## src/tvc_defs.vh

```
`ifndef TVC_DEFS_VH
`define TVC_DEFS_VH

// Fixed-point shifts
`define TVC_CORR_SHIFT 14
`define TVC_SCALE_SHIFT 16
// Unity gains
`define TVC_UNITY_SCALE_GAIN 32'h00010000
`define TVC_UNITY_CORR_GAIN 16'h4000
// Vendor coefficients, fixed at build
`define TVC_VENDOR_TC_OFFSET 16'h0000
`define TVC_VENDOR_TC_GAIN 16'h4000
`define TVC_VENDOR_REF_OFFSET 16'h0000
`define TVC_VENDOR_REF_GAIN 16'h4000
// Reference junction selection codes
`define TVC_REF_INTERNAL 2'h0
`define TVC_REF_EXTERNAL 2'h2
// Output clamp
`define TVC_OUT_MAX 16'h7fff
`define TVC_OUT_MIN 16'h8000

`endif

```

## src/tvc_channel.v

```verilog
// Contract
// - Each limit compared only when enabled
// - Passing a limit sets its status flag
// - Limits are signed tenths of degree
// - Vendor enable applies stored vendor coefficients
// - Vendor coefficients are fixed, not writable
// - User enable applies user offset, gain
// - Scaling enable applies scaling offset, gain
// - Scaling offset adds one output step
// - Scaling gain 65536 means unity
// - Store raw samples, rerun chain each
// - Vendor: subtract offset, multiply, shift 14
// - User: subtract offset, multiply, shift 14
// - Scale: multiply, shift 16, add offset
// - Internal mode uses own junction sensor
// - External mode uses supplied junction temperature
// - Clamp output to signed 16 bits
`timescale 1ns/1ps
`include "tvc_defs.vh"

module tvc_channel
(
	// Clock and reset
	input wire i_ref_clk,
	input wire i_reset_n,
	// Converter samples
	input wire i_sample_valid,
	input wire signed [15:0] i_tc_sample,
	input wire signed [15:0] i_junction_sample,
	// Configuration
	input wire i_vendor_enable,
	input wire i_user_enable,
	input wire i_scale_enable,
	input wire i_limit1_enable,
	input wire i_limit2_enable,
	input wire [1:0] i_ref_select,
	input wire signed [15:0] i_user_offset,
	input wire signed [15:0] i_user_gain,
	input wire signed [31:0] i_scale_offset,
	input wire [31:0] i_scale_gain,
	input wire signed [15:0] i_limit1_value,
	input wire signed [15:0] i_limit2_value,
	// Process data from master
	input wire signed [15:0] i_reference_junction_input,
	// Results
	output reg signed [15:0] o_tc_raw,
	output reg signed [15:0] o_junction_raw,
	output reg signed [15:0] o_value,
	output reg o_value_valid,
	output reg o_limit1_flag,
	output reg o_limit2_flag
);

	// Signed 48-bit saturate to 16 bits
	function [15:0] sat16;
		input signed [47:0] v;
		begin
			if (v > $signed({32'h00000000, `TVC_OUT_MAX}))
				sat16 = `TVC_OUT_MAX;
			else if (v < $signed({32'hffffffff, `TVC_OUT_MIN}))
				sat16 = `TVC_OUT_MIN;
			else
				sat16 = v[15:0];
		end
	endfunction

	// Offset-gain correction stage, shift 14
	function signed [47:0] corr;
		input signed [47:0] x;
		input signed [15:0] off;
		input signed [15:0] gain;
		reg signed [47:0] d;
		reg signed [47:0] p;
		begin
			d = x - {{32{off[15]}}, off};
			p = d * {{32{gain[15]}}, gain};
			corr = p >>> `TVC_CORR_SHIFT;
		end
	endfunction

	localparam ST_IDLE = 2'h0;
	localparam ST_CORR = 2'h1;
	localparam ST_SCALE = 2'h2;
	localparam ST_LIMIT = 2'h3;

	reg [1:0] state_reg;
	reg signed [47:0] acc_reg;
	reg signed [47:0] acc_next;
	reg signed [15:0] junc_reg;
	reg signed [15:0] value_next;
	reg signed [47:0] vend;
	reg signed [47:0] junc_wide;
	reg signed [47:0] scaled;

	// Vendor stage for thermocouple and junction samples
	always @*
	begin
		vend = {{32{i_tc_sample[15]}}, i_tc_sample};
		junc_wide = {{32{i_junction_sample[15]}}, i_junction_sample};
		if (i_vendor_enable)
		begin
			vend = corr(vend, `TVC_VENDOR_TC_OFFSET, `TVC_VENDOR_TC_GAIN);
			junc_wide = corr(junc_wide, `TVC_VENDOR_REF_OFFSET, `TVC_VENDOR_REF_GAIN);
		end
	end

	// Scaling stage and user correction stage
	always @*
	begin
		scaled = acc_reg;
		if (i_scale_enable)
			scaled = ((acc_reg * $signed({16'h0000, i_scale_gain})) >>> `TVC_SCALE_SHIFT)
				+ $signed({{16{i_scale_offset[31]}}, i_scale_offset});
		value_next = sat16(scaled);
		acc_next = acc_reg;
		if (state_reg == ST_CORR && i_user_enable)
			acc_next = corr(acc_reg, i_user_offset, i_user_gain);
	end

	always @(posedge i_ref_clk or negedge i_reset_n)
	begin
		if (!i_reset_n)
		begin
			state_reg <= ST_IDLE;
			acc_reg <= 48'h000000000000;
			junc_reg <= 16'h0000;
			o_tc_raw <= 16'h0000;
			o_junction_raw <= 16'h0000;
			o_value <= 16'h0000;
			o_value_valid <= 1'b0;
			o_limit1_flag <= 1'b0;
			o_limit2_flag <= 1'b0;
		end
		else
		begin
			o_value_valid <= 1'b0;
			case (state_reg)
				ST_IDLE:
				begin
					if (i_sample_valid)
					begin
						o_tc_raw <= i_tc_sample;
						o_junction_raw <= i_junction_sample;
						acc_reg <= vend;
						if (i_ref_select == `TVC_REF_EXTERNAL)
							junc_reg <= i_reference_junction_input;
						else
							junc_reg <= sat16(junc_wide);
						state_reg <= ST_CORR;
					end
				end
				ST_CORR:
				begin
					acc_reg <= acc_next;
					state_reg <= ST_SCALE;
				end
				ST_SCALE:
				begin
					// Junction temperature added to measured difference
					o_value <= sat16({{32{value_next[15]}}, value_next} + {{32{junc_reg[15]}}, junc_reg});
					state_reg <= ST_LIMIT;
				end
				ST_LIMIT:
				begin
					o_limit1_flag <= i_limit1_enable && (o_value > i_limit1_value);
					o_limit2_flag <= i_limit2_enable && (o_value > i_limit2_value);
					o_value_valid <= 1'b1;
					state_reg <= ST_IDLE;
				end
				default:
					state_reg <= ST_IDLE;
			endcase
		end
	end

endmodule

```

## config.mk

```make
export PLATFORM = sky130hd
export DESIGN_NAME = tvc_channel
export DESIGN_NICKNAME = d
export VERILOG_FILES = /design/src/tvc_channel.v
export VERILOG_INCLUDE_DIRS = /design/src
export SDC_FILE = /design/constraint.sdc
export NUM_CORES = 2
export LEC_CHECK = 0
export BUFFER_PORTS_ARGS = -buffer_cell sky130_fd_sc_hd__buf_2
export CAP_MARGIN = 25
export CORE_AREA = 3 3 363 365
export CTS_CLUSTER_SIZE = 10
export DETAILED_ROUTE_END_ITERATION = 6
export DIE_AREA = 0 0 366 368
export HOLD_SLACK_MARGIN = 0.05
export PLACE_DENSITY_LB_ADDON = 0.3
export SYNTH_ARGS = -nofsm -noshare
export SYNTH_HDL_FRONTEND = slang
export SYNTH_SLANG_ARGS = --single-unit
```

## constraint.sdc

```tcl
create_clock -name i_ref_clk -period 16.4 [get_ports i_ref_clk]
set_input_delay 0 -clock i_ref_clk [delete_from_list [all_inputs] [get_ports i_ref_clk]]
set_output_delay 0 -clock i_ref_clk [all_outputs]
set_load 0.01 [all_outputs]
```

==> results by group <==
Status
  • Status: completed

Placed design
  • Port bufs: 235
  • Gpl congestion: 0.914
  • Post-DP HPWL: approximately 130,000 um
  • Placed Cells: 8,265

Logic synthesis
  • Synth async-reset ratio: 100%
  • Main combinational cell family by area after synthesis: adder cells
  • Synth Register Bits: 103
  • Syn Std Cell Area: 0.0579 mm2
  • Synth area leader: fa_1
  • Most common cell in the netlist: inv_1
  • Post-Synth Simple-Gate Area: approximately 17%
  • Synth warnings: 0
  • Mux cell area share after synthesis: 1.38%
  • Post-Syn Instances: 6,521
  • Syn avg cell area: 8.88 um2
  • Compound-Gate Fraction of Synth Area: between 6 and 7%
  • Ys flop type: dfrtp_1
  • Seq/Total Area, Yosys: 4.45%
  • Synth cell count leaders: 1,566 x inv_1, 1,377 x fa_1, 914 x nand2_1, 719 x and2_1, 393 x ha_1
  • Post-Synth XOR/XNOR Area: under 10%
  • Top-area cell type share of the netlist area: 47.6%
  • Post-Synth Adder-Cell Area: 56.2%
  • Post-synth EDFFs: 0
  • Top post-synthesis cells by area: fa_1 48%, inv_1 10%, ha_1 8.5%
  • Synthesized Nets: approximately 8,500
  • Unique masters post-synth: 93

Clock tree
  • Clock-pin slew of the registers on the worst-case setup and hold paths: 0.08 ns
  • Cts hold-fix bufs: 49
  • CTS Root Cell: clkbuf_16
  • H-tree Lvls: 3
  • CTS buffer count: 9
  • Post-CTS Repair Setup Buffers: 0
  • Skew-Pair Late Insertion Delay: about 0.4 ns
  • Clock Sinks: 103
  • CTS tree: done
  • Longest Clk Path Bufs: 2
  • Resized Gates After CTS: 0

Layout
  • Area delta synth->final: 6.52%
  • Final #Nets: 8,541
  • Share of layout cells above drive strength 1: 6.78%
  • Area of the multi-input gates: 0.0483 mm2
  • # fillers: 12,500
  • Register area: about 0.0026 mm2
  • Finished Layout Cells: 8,340
  • Largest register FFs: 34

Die
  • Row Count: 132
  • Core Box Area: around 0.13 mm2
  • Die area: 0.135 mm2
  • Die W: 366 um
  • I/O pin count: 237
  • Die H: roughly 370 um
  • Initial core utilization: 44.8%

Setup path
  • Critical Path Sink Type: flip-flop
  • Reg2Reg Depth: 53
  • R2R Path Start: acc_reg[5]
  • Critical Path Max Stage Delay: 1.02 ns
  • Crit-path max FO: 19
  • Crit path DAT: roughly 15 ns
  • Largest delay share family, worst path: compound AO/OA/AOI/OAI gates
  • Most used cell, CP: fa_1
  • R2R Path End: o_value[8]
  • CP required: 16.70 ns
  • Worst setup path category: reg -> reg
  • Crit path launch type: flip-flop
  • Slowest cell on the critical path: dfrtp_1
  • Buf/Inv on CP: 6
  • R2R Setup Slk: 1.54 ns

Drt
  • Vias per cell: 5.24
  • DRT antenna net count: 0
  • DRC: 0
  • Drt total wl: 162,000 um
  • Via count: 43,700
  • DRT Pass-1 Iters: 6
  • 1st-iter DRT viols: 2,633
  • WL/cell: slightly below 20 um

Timing
  • Slew HR: 25.4%
  • Worst-Margin Slew: 1.12 ns
  • Final Critical Period: between 10 and 15 ns
  • Setup tns final: 0 ns
  • Final Cycle Share: between 90% and 100%
  • Fin. max-slew vios: 0
  • Achievable clock frequency: a little under 0.07 GHz
  • Final setup vio count: 0
  • Clock Skew: 0.0127 ns
  • Fin. Hold Viols: 0
  • RSZ-0062 raised after global routing: no

GRT
  • GRT Max-Usage Layer: met2
  • Largest net degree at the start of global routing: 73
  • Met3 GRT Util: 3.63%
  • GR met1 Demand/Resource: 32.1%
  • Number of global-route vias before repair: 47,700
  • Total gr overflow: 0
  • Grt met2 use: 42.7%
  • All-Layer GR Usage: 24.6%
  • Initial antenna violation count: 13
  • Global-route wire length before repair: 261,000 um

Hold path
  • Class of the worst hold path: in -> async

Job
  • Max Cap Viol: 0
[worst max path at each step]
stage                     cells past startpoint          end         from
final                                        53   o_value[8]   acc_reg[5]
after global routing                         53   o_value[3]   acc_reg[5]
after CTS                                    53  o_value[10]   acc_reg[5]
after detailed placement                     53  o_value[10]   acc_reg[5]
after global placement                       55   o_value[7]   acc_reg[9]
after floorplan                              54  o_value[14]  acc_reg[28]
[area by class of cell]
cell class                 count  area share, %
tap                         1742           3.53
antenna                        8         0.0324
sequential                   103           4.18
inverter                    1567           9.53
timing repair buffer         378           3.90
clock inverter                 6          0.103
clock buffer                  10          0.371
multi-input combinational   4526           78.3
[cell families (layout without fill, tap and decap cells)]
logic type | count (synthesis) | count (layout)
compound gates | 538 | 538
xor+xnor | 183 | 183
fa+ha+maj | 1774 | 1774
buf+inv | 1892 | 1961
flops | 103 | 103
mux | 75 | 75
other cells | 0 | 8
simple gates | 1956 | 1956
[cells in the final DEF (no fill, tap or decap), types with 20 or more instances in the layout]
master            n
mux2_2           39
xnor2_1         129
o21a_1           23
and2_1          719
dlygate4sd3_1    50
inv_1          1566
ha_1            392
nand2b_1         47
a211oi_1         22
nand4_1          23
a21oi_1         147
nand2_1         913
and3_1           20
nand3_1          30
a21o_1           77
nor2_1           84
fa_1           1377
buf_4            92
xor2_1           43
nor3_1           25
dfrtp_1         102
nor2b_1          40
mux2i_1          36
o21ai_0         123
buf_2           234
[layer usage]
metal | up-vias | part of all wire (%)
met5 | - | 0.015
met4 | 4 | 2.9
met3 | 277 | 7.0
met2 | 1421 | 50
met1 | 22700 | 40
li1 | 19300 | -
[metrics by stage]
stage | instance area (um2) | worst slack (ns) | util (%) | hold WS, ns
after detailed placement | 60900 | 1.81 | 47.1 | -0.0281
final | 61700 | 1.54 | 47.8 | 0.111
after global routing | 61700 | 0.446 | 47.8 | 0.119
after CTS | 61600 | 1.73 | 47.7 | 0.0514
after global placement | 60800 | 2.11 | 47.1 | -0.0288
after floorplan | 57900 | 3.96 | - | -0.296
Power is not shown: default switching activity piles up to over one toggle a cycle in this logic, so the estimate is an artifact.
